## config.mk

```make
export PLATFORM = sky130hd
export DESIGN_NAME = fmd_display
export DESIGN_NICKNAME = d
export VERILOG_FILES = /design/src/shared/fmd_pkg.sv /design/src/hdl/fmd_button.sv /design/src/hdl/fmd_display.sv
export VERILOG_INCLUDE_DIRS = /design/src /design/src/shared
export SDC_FILE = /design/constraint.sdc
export NUM_CORES = 1
export LEC_CHECK = 0
export ABC_AREA = 1
export BUFFER_PORTS_ARGS = -buffer_cell sky130_fd_sc_hd__buf_2
export CAP_MARGIN = 20
export CORE_ASPECT_RATIO = 1.25
export CORE_MARGIN = 10
export CORE_UTILIZATION = 61
export CTS_BUF_LIST = sky130_fd_sc_hd__clkbuf_16
export CTS_CLUSTER_DIAMETER = 200
export DETAILED_ROUTE_END_ITERATION = 12
export HOLD_SLACK_MARGIN = 0.08
export PLACE_DENSITY = 0.85
export SETUP_SLACK_MARGIN = 0.15
export SYNTH_ARGS = -nofsm -noshare
export SYNTH_HDL_FRONTEND = slang
export SYNTH_SLANG_ARGS = --single-unit
```

## constraint.sdc

```tcl
create_clock -name i_ref_clk -period 5 [get_ports i_ref_clk]
set_input_delay 0.25 -clock i_ref_clk [delete_from_list [all_inputs] [get_ports i_ref_clk]]
set_output_delay 0.25 -clock i_ref_clk [all_outputs]
set_load 0.02 [all_outputs]
```

## src/shared/fmd_consts.svh

```systemverilog
`ifndef FMD_CONSTS_SVH
`define FMD_CONSTS_SVH

// clock rate and human timing
`define FMD_CLK_HZ 32'd25000000
`define FMD_LONG_TIME_MS 32'd1000
`define FMD_IDLE_TIME_S 32'd120

// fault codes shown while in the error state
`define FMD_CODE_NO_NETWORK 16'h0002
`define FMD_CODE_BAD_SERIAL 16'h0009
`define FMD_CODE_OVERCURRENT 16'h000a
`define FMD_CODE_BAD_NODE 16'h000f
`define FMD_CODE_OVERVOLTAGE 16'h0100
`define FMD_CODE_UNDERVOLTAGE 16'h0102
`define FMD_CODE_USER_BASE 16'hc000
`define FMD_CODE_USER_MIN_LOW 8'h01

// numbered led masks, bit n-1 is led n
`define FMD_LEDS_NO_NETWORK 16'h0002
`define FMD_LEDS_BAD_SERIAL 16'h0009
`define FMD_LEDS_OVERCURRENT 16'h000a
`define FMD_LEDS_BAD_NODE 16'h000f
`define FMD_LEDS_OVERVOLTAGE 16'h0100
`define FMD_LEDS_UNDERVOLTAGE 16'h0102
`define FMD_LEDS_USER_MARK 16'hc000
`define FMD_LEDS_CONFIG 16'h0001

// menu led patterns and reset values
`define FMD_MENU_ALL 6'h3f
`define FMD_LEDS_OFF 16'h0000
`define FMD_MENU_OFF 6'h00
`define FMD_CODE_NONE 16'h0000
`define FMD_NODE_FIRST 4'h0

`endif

```

## src/shared/fmd_pkg.sv

```systemverilog
package fmd_pkg;
    // top level menus in button order
    typedef enum logic [2:0] {
        MENU_NODE, MENU_IO, MENU_VOLT, MENU_MEM, MENU_RADIO, MENU_CAN
    } fmd_menu_t;
    // menu depth
    typedef enum logic [1:0] {LVL_TOP, LVL_SECOND, LVL_THIRD} fmd_level_t;
    // what the display is showing
    typedef enum logic [1:0] {MODE_MENU, MODE_CONFIG, MODE_FATAL} fmd_mode_t;
endpackage

```

## src/hdl/fmd_button.sv

```systemverilog
`include "fmd_consts.svh"

// sorts a capacitive button into brief and long presses
module fmd_button #(
    parameter int unsigned LONG_CYCLES = `FMD_LONG_TIME_MS * (`FMD_CLK_HZ / 32'd1000)
) (
    // clock, reset, enable
    input wire logic i_ref_clk,
    input wire logic i_rst_n,
    input wire logic i_clk_en,
    // raw pin
    input wire logic i_button,
    // classified presses
    output logic o_pressed,
    output logic o_short_press,
    output logic o_long_press
);
    localparam int CW = $clog2(LONG_CYCLES + 1);

    logic sync1, sync2; // pin synchroniser, sync1 only feeds sync2
    logic pressed, next_pressed; // last sampled level
    logic [CW-1:0] hold, next_hold; // cycles the button has been held
    logic long_done, next_long_done; // long press already reported this hold
    logic short_p, next_short_p;
    logic long_p, next_long_p;

    // the long press fires while still held, so the operator sees the level change at 1 s
    always_comb begin
        next_pressed = sync2;
        next_hold = hold;
        next_long_done = long_done;
        next_short_p = 1'b0;
        next_long_p = 1'b0;
        if (sync2) begin
            if (!long_done) begin
                if (hold == CW'(LONG_CYCLES - 1)) begin
                    next_long_p = 1'b1;
                    next_long_done = 1'b1;
                end else begin
                    next_hold = hold + CW'(1);
                end
            end
        end else begin
            // release before the threshold counts as brief
            next_short_p = pressed && !long_done;
            next_hold = '0;
            next_long_done = 1'b0;
        end
    end

    // registers, frozen while the enable is low
    always_ff @(posedge i_ref_clk or negedge i_rst_n) begin
        if (!i_rst_n) begin
            sync1 <= 1'b0;
            sync2 <= 1'b0;
            pressed <= 1'b0;
            hold <= '0;
            long_done <= 1'b0;
            short_p <= 1'b0;
            long_p <= 1'b0;
        end else if (i_clk_en) begin
            sync1 <= i_button;
            sync2 <= sync1;
            pressed <= next_pressed;
            hold <= next_hold;
            long_done <= next_long_done;
            short_p <= next_short_p;
            long_p <= next_long_p;
        end
    end

    assign o_pressed = pressed;
    assign o_short_press = short_p;
    assign o_long_press = long_p;
endmodule

```

## src/hdl/fmd_display.sv

```systemverilog
// What this block does
// - fatal fault: error state, I/O and comms off
// - error state: six menu LEDs red plus code
// - config faults show codes 0002, 0009, 000F
// - overcurrent shows code 000A, LEDs 2,4
// - overvoltage 0100 LED 9, undervoltage 0102
// - config mode: six menu LEDs, LED 1 orange
// - top level green, brief press advances menu
// - one second hold is a long press
// - second level shows menu LED red
// - long presses step levels, then wrap top
// - U and MEM sub-levels: brief press picks next node
// - third level only U and CAN, orange
// - sub-level brief press keeps selected menu
// - node menu after reset and long idle
`include "fmd_consts.svh"

module fmd_display
    import fmd_pkg::*;
#(
    parameter int unsigned LONG_CYCLES = `FMD_LONG_TIME_MS * (`FMD_CLK_HZ / 32'd1000),
    parameter int unsigned IDLE_CYCLES = `FMD_IDLE_TIME_S * `FMD_CLK_HZ,
    parameter int unsigned NODE_COUNT = 16
) (
    // clock, reset, enable
    input wire logic i_ref_clk,
    input wire logic i_rst_n,
    input wire logic i_clk_en,
    // operator button pin
    input wire logic i_button,
    // fault sources, same clock domain, level
    input wire logic i_missing_network_identity_fault,
    input wire logic i_bad_serial_setting_fault,
    input wire logic i_bad_node_setting_fault,
    input wire logic i_output_overcurrent_fault,
    input wire logic i_supply_overvoltage_fault,
    input wire logic i_supply_undervoltage_fault,
    input wire logic i_user_fatal_fault,
    input wire logic [7:0] i_user_fault_code,
    // configuration mode level
    input wire logic i_config_mode,
    // menu page content for the numbered leds
    input wire logic [15:0] i_page_red,
    input wire logic [15:0] i_page_green,
    // shutdown controls and latched fault code
    output logic o_io_off,
    output logic o_comm_off,
    output logic [15:0] o_fault_code,
    // leds, orange is red and green together
    output logic [5:0] o_menu_red,
    output logic [5:0] o_menu_green,
    output logic [15:0] o_num_red,
    output logic [15:0] o_num_green,
    // menu position for the page source
    output fmd_pkg::fmd_menu_t o_menu,
    output fmd_pkg::fmd_level_t o_level,
    output logic [3:0] o_node,
    output logic o_info_step
);
    logic short_press, long_press, pressed; // classified button events
    fmd_mode_t mode, next_mode; // display mode
    logic [15:0] code, next_code; // latched fault code
    fmd_menu_t menu, next_menu; // selected top level menu
    fmd_level_t level, next_level; // current menu depth
    logic [3:0] node, next_node; // node being looked at
    logic info_step, next_info_step; // page should show next item
    logic [31:0] idle, next_idle; // cycles since the button was touched
    logic [5:0] mred, next_mred, mgrn, next_mgrn;
    logic [15:0] nred, next_nred, ngrn, next_ngrn;
    logic any_fault;

    // brief and long press detection
    fmd_button #(.LONG_CYCLES(LONG_CYCLES)) u_button (
        .i_ref_clk(i_ref_clk),
        .i_rst_n(i_rst_n),
        .i_clk_en(i_clk_en),
        .i_button(i_button),
        .o_pressed(pressed),
        .o_short_press(short_press),
        .o_long_press(long_press)
    );

    // first matching source wins when several faults arrive together
    function automatic logic [15:0] pick_code(input logic [6:0] f, input logic [7:0] user);
        logic [7:0] low;
        low = (user == 8'h00) ? `FMD_CODE_USER_MIN_LOW : user;
        if (f[0]) pick_code = `FMD_CODE_NO_NETWORK;
        else if (f[1]) pick_code = `FMD_CODE_BAD_SERIAL;
        else if (f[2]) pick_code = `FMD_CODE_BAD_NODE;
        else if (f[3]) pick_code = `FMD_CODE_OVERCURRENT;
        else if (f[4]) pick_code = `FMD_CODE_OVERVOLTAGE;
        else if (f[5]) pick_code = `FMD_CODE_UNDERVOLTAGE;
        else pick_code = `FMD_CODE_USER_BASE | {8'h00, low};
    endfunction

    // numbered leds that spell a fault code
    function automatic logic [15:0] code_leds(input logic [15:0] c);
        unique case (c)
            `FMD_CODE_NO_NETWORK: code_leds = `FMD_LEDS_NO_NETWORK;
            `FMD_CODE_BAD_SERIAL: code_leds = `FMD_LEDS_BAD_SERIAL;
            `FMD_CODE_BAD_NODE: code_leds = `FMD_LEDS_BAD_NODE;
            `FMD_CODE_OVERCURRENT: code_leds = `FMD_LEDS_OVERCURRENT;
            `FMD_CODE_OVERVOLTAGE: code_leds = `FMD_LEDS_OVERVOLTAGE;
            `FMD_CODE_UNDERVOLTAGE: code_leds = `FMD_LEDS_UNDERVOLTAGE;
            default: code_leds = `FMD_LEDS_USER_MARK | {8'h00, c[7:0]};
        endcase
    endfunction

    // next top level menu in the ring
    function automatic fmd_menu_t menu_succ(input fmd_menu_t m);
        menu_succ = (m == MENU_CAN) ? MENU_NODE : fmd_menu_t'(m + 3'd1);
    endfunction

    // menus whose sub-levels browse other nodes
    function automatic logic node_page(input fmd_menu_t m, input fmd_level_t l);
        node_page = (m == MENU_VOLT && l != LVL_TOP) || (m == MENU_MEM && l == LVL_SECOND);
    endfunction

    assign any_fault = i_missing_network_identity_fault | i_bad_serial_setting_fault
        | i_bad_node_setting_fault | i_output_overcurrent_fault
        | i_supply_overvoltage_fault | i_supply_undervoltage_fault | i_user_fatal_fault;

    // mode: the error state is sticky until reset, a fault is never dropped silently
    always_comb begin
        next_mode = mode;
        next_code = code;
        unique case (mode)
            MODE_MENU, MODE_CONFIG: begin
                if (any_fault) begin
                    next_mode = MODE_FATAL;
                    next_code = pick_code({i_user_fatal_fault, i_supply_undervoltage_fault,
                        i_supply_overvoltage_fault, i_output_overcurrent_fault,
                        i_bad_node_setting_fault, i_bad_serial_setting_fault,
                        i_missing_network_identity_fault}, i_user_fault_code);
                end else begin
                    next_mode = i_config_mode ? MODE_CONFIG : MODE_MENU;
                end
            end
            MODE_FATAL: next_mode = MODE_FATAL;
        endcase
    end

    // mode registers
    always_ff @(posedge i_ref_clk or negedge i_rst_n) begin
        if (!i_rst_n) begin
            mode <= MODE_MENU;
            code <= `FMD_CODE_NONE;
        end else if (i_clk_en) begin
            mode <= next_mode;
            code <= next_code;
        end
    end

    // menu walk; presses are dropped outright while a pattern is shown
    always_comb begin
        next_menu = menu;
        next_level = level;
        next_node = node;
        next_info_step = 1'b0;
        next_idle = pressed ? 32'h0000_0000 : idle + 32'h0000_0001;
        if (mode != MODE_MENU) begin
            next_idle = idle;
        end else if (!pressed && idle >= IDLE_CYCLES - 1) begin
            next_menu = MENU_NODE;
            next_level = LVL_TOP;
            next_node = `FMD_NODE_FIRST;
            next_idle = 32'h0000_0000;
        end else if (long_press) begin
            next_node = `FMD_NODE_FIRST;
            unique case (level)
                LVL_TOP: next_level = LVL_SECOND;
                LVL_SECOND: begin
                    // only U and CAN go one deeper, the rest wrap home
                    if (menu == MENU_VOLT || menu == MENU_CAN) begin
                        next_level = LVL_THIRD;
                    end else begin
                        next_level = LVL_TOP;
                    end
                end
                LVL_THIRD: next_level = LVL_TOP;
            endcase
        end else if (short_press) begin
            if (level == LVL_TOP) begin
                next_menu = menu_succ(menu);
            end else begin
                next_info_step = 1'b1;
                if (node_page(menu, level)) begin
                    next_node = (node == 4'(NODE_COUNT - 1)) ? `FMD_NODE_FIRST
                        : node + 4'h1;
                end
            end
        end
    end

    // menu registers, node menu at top level after reset
    always_ff @(posedge i_ref_clk or negedge i_rst_n) begin
        if (!i_rst_n) begin
            menu <= MENU_NODE;
            level <= LVL_TOP;
            node <= `FMD_NODE_FIRST;
            info_step <= 1'b0;
            idle <= 32'h0000_0000;
        end else if (i_clk_en) begin
            menu <= next_menu;
            level <= next_level;
            node <= next_node;
            info_step <= next_info_step;
            idle <= next_idle;
        end
    end

    // led picture; fault beats config beats the normal menu
    always_comb begin
        next_mred = `FMD_MENU_OFF;
        next_mgrn = `FMD_MENU_OFF;
        next_nred = i_page_red;
        next_ngrn = i_page_green;
        unique case (mode)
            MODE_FATAL: begin
                next_mred = `FMD_MENU_ALL;
                next_nred = code_leds(code);
                next_ngrn = `FMD_LEDS_OFF;
            end
            MODE_CONFIG: begin
                next_mred = `FMD_MENU_ALL;
                next_mgrn = `FMD_MENU_ALL;
                next_nred = `FMD_LEDS_CONFIG;
                next_ngrn = `FMD_LEDS_CONFIG;
            end
            MODE_MENU: begin
                unique case (level)
                    LVL_TOP: next_mgrn[menu] = 1'b1;
                    LVL_SECOND: next_mred[menu] = 1'b1;
                    LVL_THIRD: begin
                        next_mred[menu] = 1'b1;
                        next_mgrn[menu] = 1'b1;
                    end
                endcase
            end
        endcase
    end

    // led output registers, dark during reset
    always_ff @(posedge i_ref_clk or negedge i_rst_n) begin
        if (!i_rst_n) begin
            mred <= `FMD_MENU_OFF;
            mgrn <= `FMD_MENU_OFF;
            nred <= `FMD_LEDS_OFF;
            ngrn <= `FMD_LEDS_OFF;
        end else if (i_clk_en) begin
            mred <= next_mred;
            mgrn <= next_mgrn;
            nred <= next_nred;
            ngrn <= next_ngrn;
        end
    end

    assign o_io_off = (mode == MODE_FATAL);
    assign o_comm_off = (mode == MODE_FATAL);
    assign o_fault_code = code;
    assign o_menu_red = mred;
    assign o_menu_green = mgrn;
    assign o_num_red = nred;
    assign o_num_green = ngrn;
    assign o_menu = menu;
    assign o_level = level;
    assign o_node = node;
    assign o_info_step = info_step;
endmodule

```

== Word-level counts from Yosys, hierarchy flattened ==
Cells that the tools add are included.

* Register bits: 135
* Latch bits: 0
* Memory bits (writable): 0
* Memory bits (read-only): 0
* Input bits: 52
* Memories kept: 0

* $add $sub $neg: 4
* $mul: 0
* Divide/modulo/power cells: 0
* Order comparisons: 3
* Eq/ne operators: 19
* Shifts and indexed selects: 0
* Mux-type cells: 50
* Bitwise logic cells: 7
* Reduce and logical (&&, ||, !) cells: 29

{| class="wikitable"
|+ Operators with widths
! operator !! count
|-
| 2-to-1 mux 16 bit || 6
|-
| one-hot mux 16 bit (6 select lines) || 1
|-
| 2-to-1 mux 25 bit || 3
|-
| 2-to-1 mux 32 bit || 2
|-
| one-hot mux 16 bit (2 select lines) || 2
|-
| equality test 16 x 4 -> 1 bit, second input constant || 3
|-
| adder 32 x 1 -> 32 bit, second input constant || 1
|-
| equality test 16 x 9 -> 1 bit, second input constant || 2
|-
| greater-or-equal comparator 32 bit, second input constant || 1
|-
| adder 25 x 1 -> 25 bit, second input constant || 1
|-
| equality test 25 bit, second input constant || 1
|-
| 2-to-1 mux 4 bit || 6
|-
| one-hot mux 6 bit (2 select lines) || 2
|-
| equality test 16 x 2 -> 1 bit, second input constant || 1
|-
| 2-to-1 mux 3 bit || 5
|-
| 2-to-1 mux 1 bit || 13
|-
| 2-to-1 mux 6 bit || 2
|-
| AND reduction 5 bit || 2
|-
| nonzero test 2 bit || 5
|-
| AND reduction 3 bit || 3
|-
| zero test 8 bit || 1
|-
| 2-to-1 mux 2 bit || 4
|-
| 2-to-1 mux 8 bit || 1
|-
| OR reduction 2 bit || 4
|-
| 22 further kinds || 40
|}

== Longest topological paths before layout ==
Gate-level depths: netlist (run 1).

* Word-level depth: 8
* Gate-level depth with buffers: 15
* Gate-level depth less buffers: 14

== Modules after synthesis ==
From an unflattened synthesis (run 1), not the netlist that was laid out.

* Cells, all modules: 1027
* Area, all modules: 7507.2 um^2

{| class="wikitable"
|+ By module, submodules not included
! module !! instances !! cells each !! area an instance (um^2)
|-
| fmd_display || 1 || 718 || 5482.8
|-
| fmd_button || 1 || 309 || 2024.4
|}

== Least setup slack after synthesis (run 1) ==
Ideal clock, no wire load.

* Kind: reg-to-reg
* From: register idle[0]
* To: register menu[1] (netlist: o_menu[1])
* Library setup time: 118 ps
* Arrival time: 1573 ps
* Required time: 4882 ps
* Slack: 3309 ps
* Cell stages (with the launch flop): 15
* Period minus slack after synthesis: 1691 ps
* Cell sequence: dfrtp_1 > ha_1 > nand3_1 > nor2_4 > nand2_1 > nand2_1 > nand2_1 > nand2_2 > nand2_2 > buf_6 > nand2_2 > nand2_2 > clkinv_2 > nand2_1 > o21ai_2

* Cells in the longest elaborated chain, start to end: 4
* Elaborated cells between the ends (all ways): 7
* Classes of those cells: order compare: 1; eq/ne: 1; mux: 1; reduce/logical: 4

{| class="wikitable"
|+ RTL lines
! item !! RTL line !! text
|-
| start: declaration || fmd_display.sv:67 || <nowiki>logic [31:0] idle, next_idle;</nowiki>
|-
| start signal: assignment || fmd_display.sv:208 || <nowiki>idle <= next_idle;</nowiki>
|-
| greater-or-equal comparator 32 bit * || fmd_display.sv:163 || <nowiki>end else if (!pressed && idle >= IDLE_CYCLES - 1) begin</nowiki>
|-
| logical AND 1 bit * || fmd_display.sv:163 ||
|-
| != test 2 bit (no source line) / nonzero test 2 bit (equally long branches) || -- ||
|-
| AND reduction 5 bit (no source line) || -- ||
|-
| end signal: assignment || fmd_display.sv:204 || <nowiki>menu <= next_menu;</nowiki>
|-
| end: declaration || fmd_display.sv:63 || <nowiki>fmd_menu_t menu, next_menu;</nowiki>
|}

Every way passes the cells marked *; elsewhere a longest branch is shown, timed or not.
A chain may end at the register's enable or synchronous reset.

== Worst setup path in the final report (run 1) ==
* From: register mode[0]
* To: register idle[30]

* Cells in the longest elaborated chain, start to end: 3

{| class="wikitable"
|+ RTL lines
! item !! RTL line !! text
|-
| start: declaration || fmd_display.sv:61 || <nowiki>fmd_mode_t mode, next_mode;</nowiki>
|-
| start signal: assignment || fmd_display.sv:149 || <nowiki>mode <= next_mode;</nowiki>
|-
| nonzero test 2 bit || fmd_display.sv:161 || <nowiki>if (mode != MODE_MENU) begin</nowiki>
|-
| inverter 1 bit (no source line) || -- ||
|-
| AND reduction 2 bit (no source line) || -- ||
|}

No other way between the ends.

==> results.toml, run 1 <==
[run_status]
status = "finished clean"

[global_route]
grt_max_degree = 71
first_global_vias = 6755
antenna_found_initial = 0
track_usage = 0.254
grt_overflow = 0
grt_pass1_wl_mm = 33.5

[synthesis]
synth_top_family_by_area = "simple AND/OR/NAND/NOR gates"
synthMuxAreaShare = 0.00140
netlist.area_leader.share = 0.451
synth_area_leaders = "dfrtp_1 (45%), nand2_1 (12%), nor2_1 (6.8%)"
synth_flop_cell = "dfrtp_1"
async_flop_share = 1.00
yosysTopAreaCell = "dfrtp_1"
ys_seq_elements = 129
synth_cell_type_count = 51
synth_xor_area_frac = 0.0441
synthCells = 922
synth_edf_count = 0
synthAdderAreaFrac = 0.0175
syn_area_um2 = 7150
synth-simple-area-share = 0.306
syn-mean-instance-area_um2 = 7.76
synth_compound_area_frac = 0.104
ys.warnings.count = 0
yosysSeqAreaShare = 0.451

[critical_path]
r2r_slack_ps = 1980
startpoint_type = "flip-flop"
crit_fanout = 35
worstSetupEndpointType = "flip-flop"
worstPathCellList = "inv_1 > ha_1 > nand2_1 > clkinv_1 > nand4_1 > o22ai_1"
r2r_cells = 6
critical_path_required_ps = 5280
reg2reg_from = "mode[0]"
slowest_delay_ps = 950
r2r_end = "idle[30]"
critical_path_arrival_ps = 3300
crit_type = "reg -> reg"
cpMaxStageDelayCell = "clkinv_1"

[layout]
nets = 1121
drive_above_1_share = 0.173
antenna_cells = 0
area_delta_synth_final_pct = 20.4
final.fill_count = 860
final_cells = 1210
utilization = 0.745

[route]
met1Wirelength_mm = 7.70
vias_per_cell = 5.67
drt-wirelength-per-cell_um = 17.0
dr.first_iter.drc_count = 586
wl_met3_mm = 1.11
drc_errors = 0
dr.pass1.iters = 5
wl_met2_mm = 11.0
wl_mm = 20.6
top_layer_used = "met4"
vias = 6861
drt.antenna.violating_nets = 0

[placed_design]
gp_congestion = 0.939
numPortBuffers = 118
hpwl_mm = 13.8
dp.cells = 1151

[pwr]
vdd_drop_max_v = 0.000204
p_leak_nw = 4.16
p_total_mw = 2.66
powerDensity_nw_per_um2 = 309

[clock_tree]
clk_path_buf_depth = 2
postCtsSetupBuffers = 0
cts_resized = 0
cts-root-buf = "clkbuf_16"
tritoncts = "yes"
insertion_delay_ps = 440
cts.htree.levels = 4
cts_buffers = 17
cts.sinks = 129
path_clk_slew_ps = 70

[sta]
fin_skew_ps = 12.5
final.period_utilization = 0.605
final.min_clock_period_ps = 3020
worst_slew_margin_rel = 0.327
hold_ws_ps = 84.6
finalHoldViolations = 0
tightest_slew_ps = 1000
setup_violations = 0
rsz0062_at_grt = "no"
setup_tns_ps = 0
clock.fmax_ghz = 0.331
maxSlewViolCount = 0

[flow_run]
cap_violations = 0

[die]
die_y_um = 141
fp.coreArea_um2 = 11600
rows = 44
io-pin-count = 124
dieArea_um2 = 16500
die_x_um = 117
initial_core_util = 0.619

[hold_path]
min_from = "i_user_fault_code[5]"
worstHoldPathType = "in -> reg"
holdPathEnd = "o_fault_code[5]"
hold_depth = 3
## cell type report
cell class | instances | area [µm²] | area share
Inverter | 93 | 350 | 0.0407
Timing Repair Buffer | 148 | 890 | 0.103
Clock inverter | 15 | 143 | 0.0166
Clock buffer | 17 | 425 | 0.0494
Tap cell | 138 | 173 | 0.0201
Multi-Input combinational cell | 670 | 3400 | 0.395
Sequential cell | 129 | 3230 | 0.375
## metrics by stage
step / setup WS (ps) / cell area (µm²)
6_report: 1980 / 8610
5_1_grt: 1700 / 8610
4_1_cts: 1990 / 8610
3_5_place_dp: 2010 / 7770
3_3_place_gp: 2130 / 7770
2_1_floorplan: 3310 / 7170
## what timing repair did
| action | in CTS | in global routing |
|---|---|---|
| hold buffers | 27 | 0 |
| endpoints found under the hold margin | 95 | 0 |
| endpoints found under the setup margin | 0 | 0 |
## critical path, delay by kind of cell (launching register included)
kind	cells	cell delay, ps
buffers and inverters	2	1030
AND/OR/NAND/NOR	2	1100
flip-flops	1	350
adder cells (fa/ha/maj)	1	230
AO/OA/AOI/OAI	1	180
## cells by family after synthesis
kind of cell    count (synthesis)
buf+inv                       127
flops                         129
xor+xnor                       36
other cells                     1
mux                             1
simple gates                  504
fa+ha+maj                      10
compound gates                114
## worst max path at each step
stage	endpoint	startpoint	slack, ps	cells after the start
final	idle[30]	mode[0]	1980	6
after global routing	idle[29]	mode[1]	1700	6
after CTS	idle[28]	mode[0]	1990	6
after detailed placement	idle[30]	mode[0]	2010	6
after global placement	idle[31]	mode[0]	2130	6
after floorplan	o_menu[1]	idle[0]	3310	14
## cell usage after synthesis (3+ instances only)
master and count:
xor2_1 28, a22o_1 22, dfrtp_1 129, clkbuf_1 15
nor2_2 3, o21ai_1 6, and3_1 3, nor2_1 130
a21oi_1 25, o31ai_1 6, o21ai_0 25, inv_1 86
nand2_2 10, buf_2 5, nand4_1 20, nor3_1 33
nand3b_1 3, or2_2 4, nand2_1 223, nor4_1 5
inv_2 5, nand3_1 62, ha_1 10, buf_4 10
o22ai_1 15, xnor2_1 8
## state kept, by name (all words and copies together), names as in the netlist, 2 cells and up
register / flops
o_node: 4
mode: 2
o_num_green: 16
o_menu: 3
o_level: 2
idle: 32
o_num_red: 16
o_menu_red: 6
u_button.hold: 25
o_menu_green: 6
o_fault_code: 10
## routing by layer
layer  vias to the layer above  GRT usage
met4                         0      0.128
met3                        55     0.0459
met5                         -          0
li1                       3293          -
met1                      3236      0.292
met2                       277      0.436
## where the power goes
| group | internal (mW) | switching, mW | leakage, nW |
|---|---|---|---|
| combinational | 0.102 | 0.207 | 2.24 |
| clock | 0.661 | 0.550 | 0.277 |
| sequential | 1.09 | 0.0483 | 1.65 |
## placed cells by master (no fill, tap or decap), types with 6 or more instances in the layout
master,count
a21oi_1,25
a22o_1,22
buf_2,117
clkbuf_16,17
dfrtp_1,129
dlygate4sd3_1,27
ha_1,10
inv_1,86
inv_6,7
nand2_1,223
nand2_2,10
nand3_1,62
nand4_1,20
nor2_1,130
nor3_1,33
o21ai_0,25
o21ai_1,6
o22ai_1,15
o31ai_1,6
xnor2_1,8
xor2_1,28
(Power assumes the default switching activity.)
==> run 2, diff against run 1 <==
--- a/config.mk
+++ b/config.mk
@@ -11,12 +11,12 @@
 export CAP_MARGIN = 20
 export CORE_ASPECT_RATIO = 1.25
 export CORE_MARGIN = 10
-export CORE_UTILIZATION = 61
+export CORE_UTILIZATION = 51
 export CTS_BUF_LIST = sky130_fd_sc_hd__clkbuf_16
 export CTS_CLUSTER_DIAMETER = 200
 export DETAILED_ROUTE_END_ITERATION = 12
 export HOLD_SLACK_MARGIN = 0.08
-export PLACE_DENSITY = 0.85
+export PLACE_DENSITY = 0.76
 export SETUP_SLACK_MARGIN = 0.15
 export SYNTH_ARGS = -nofsm -noshare
 export SYNTH_HDL_FRONTEND = slang
==> constraint.sdc (replaced) <==
create_clock -name i_ref_clk -period 2.55 [get_ports i_ref_clk]
set_input_delay 0.1275 -clock i_ref_clk [delete_from_list [all_inputs] [get_ports i_ref_clk]]
set_output_delay 0.1275 -clock i_ref_clk [all_outputs]
set_load 0.02 [all_outputs]
==> results.toml, run 2 (synthesized netlist as in run 1, its figures left out) <==
[run_status]
status = "finished clean"

[clock_tree]
clk_path_buf_depth = 2
cts.sinks = 129
tritoncts = "yes"
cts_hold_buffers = 42
cts_buffers = 17
postCtsSetupBuffers = 0
cts.htree.levels = 4
cts-root-buf = "clkbuf_16"
insertion_delay_ps = 430
cts_resized = 0
path_clk_slew_ps = 60

[layout]
final.fill_count = 1140
largest_registers = "idle (32), u_button.hold (25)"
largest_reg_flops = 32
antenna_cells = 0
area_delta_synth_final_pct = 24.4
final_cell_mix = "nand2_1 (223), nor2_1 (130), dfrtp_1 (129)"
nets = 1146
regMostFlops = "idle"
drive_above_1_share = 0.175
final_common_cell = "nand2_1"

[sta]
setup_violations = 0
final.min_clock_period_ps = 2060
finalHoldViolations = 0
maxSlewViolCount = 0
rsz0062_at_grt = "no"
setup_tns_ps = 0
worst_slew_margin_rel = 0.626
fin_skew_ps = 11.5
clock.fmax_ghz = 0.485
tightest_slew_ps = 561
final.period_utilization = 0.808

[pwr]
vdd_drop_max_v = 0.000452
p_int_mw = 3.79
p_total_mw = 5.23
sw_frac_of_total = 0.276
p_leak_nw = 4.28
powerDensity_nw_per_um2 = 588
p_clk_frac = 0.454
p_sw_mw = 1.44
p_seq_frac = 0.424
p_comb_frac = 0.122

[route]
wl_mm = 20.4
vias_per_cell = 5.41
vias = 6878
dr.first_iter.drc_count = 477
drc_errors = 0
dr.pass1.iters = 5
drt-wirelength-per-cell_um = 16.1
drt.antenna.violating_nets = 0

[global_route]
first_global_vias = 7002
grt_overflow = 0
grt_pass1_wl_mm = 34.2
grt_max_degree = 58
antenna_found_initial = 0
track_usage = 0.213

[die]
dieArea_um2 = 19200
fp.coreArea_um2 = 13800
die_x_um = 126
io-pin-count = 124
initial_core_util = 0.520
die_y_um = 152
rows = 48

[hold_path]
worstHoldPathType = "in -> reg"

[placed_design]
numPortBuffers = 118
gp_congestion = 0.912
hpwl_mm = 14.4

[critical_path]
critical_path_arrival_ps = 2410
critical_path_required_ps = 2900
crit_fanout = 11
worstSetupEndpointType = "flip-flop"
crit_type = "reg -> reg"
startpoint_type = "flip-flop"

[flow_run]
cap_violations = 0
==> run 2: cell count changes in the layout (fill, tap and decap cells not counted), sizes merged <==
cell / before / now
dlygate4sd3: 27 / 42
buf: 121 / 131
inv: 102 / 95
clkinv: 4 / 8
bufinv: 0 / 2
==> run 2: layer usage <==
metal  GRT usage  vias to the layer above  routed length (µm)  share of wire
li1            -                     3340                   -              -
met1       0.236                     3225                7910           0.39
met2       0.375                      239               10700           0.52
met3      0.0428                       74                 980          0.048
met4       0.112                        0                 888          0.043
met5           0                        -                   0              0
==> run 2: power groups by stage <==
stage	Clock (mW)	Combinational, mW	Sequential (mW)
floorplan	0	0.305	2.30
global placement	0	0.579	2.25
detailed placement	0	0.585	2.25
CTS	2.40	0.642	2.21
global route	2.50	0.708	2.23
finish	2.37	0.641	2.22
==> run 2: final timing paths <==
check                                      from                to  slack [ps]  cells after the start
min                        i_user_fault_code[3]   o_fault_code[3]          70                      3
min in group asynchronous               i_rst_n  u_button.hold[7]         250                      2
max                                     idle[0]        o_level[0]         490                     11
max reg2reg                             idle[0]        o_level[0]         490                     11
min reg2reg                      u_button.sync1    u_button.sync1         470                      2
max in group asynchronous               i_rst_n  u_button.hold[2]        1560                      3
==> run 2: cell type report <==
type,instances,area (µm²),share of cell area
Timing Repair Buffer,173,1130,0.127
Inverter,93,350,0.0394
Multi-Input combinational cell,670,3400,0.383
Clock buffer,17,425,0.0478
Sequential cell,129,3230,0.363
Clock inverter,14,141,0.0159
Tap cell,175,219,0.0246
==> run 2: metrics by stage <==
stage	util	setup slack, ps	instances	hold slack [ps]	cell area, µm²
finish	0.647	489	1271	71.8	8890
CTS	0.647	491	1271	80.2	8890
global placement	0.575	573	1198	131	7910
global route	0.647	343	1271	108	8890
detailed placement	0.575	511	1198	135	7910
floorplan	-	859	926	-168	7170
==> run 2: critical path: stages (launching register included) <==
cell and delay (ps):
dfrtp_1 420, ha_1 240, nand3_1 150, nor2_4 70
nand2_1 60, nand2_1 50, nand2_1 90, nand2_2 60
nand2_2 220, inv_1 200, or2_2 300, o21ai_1 110
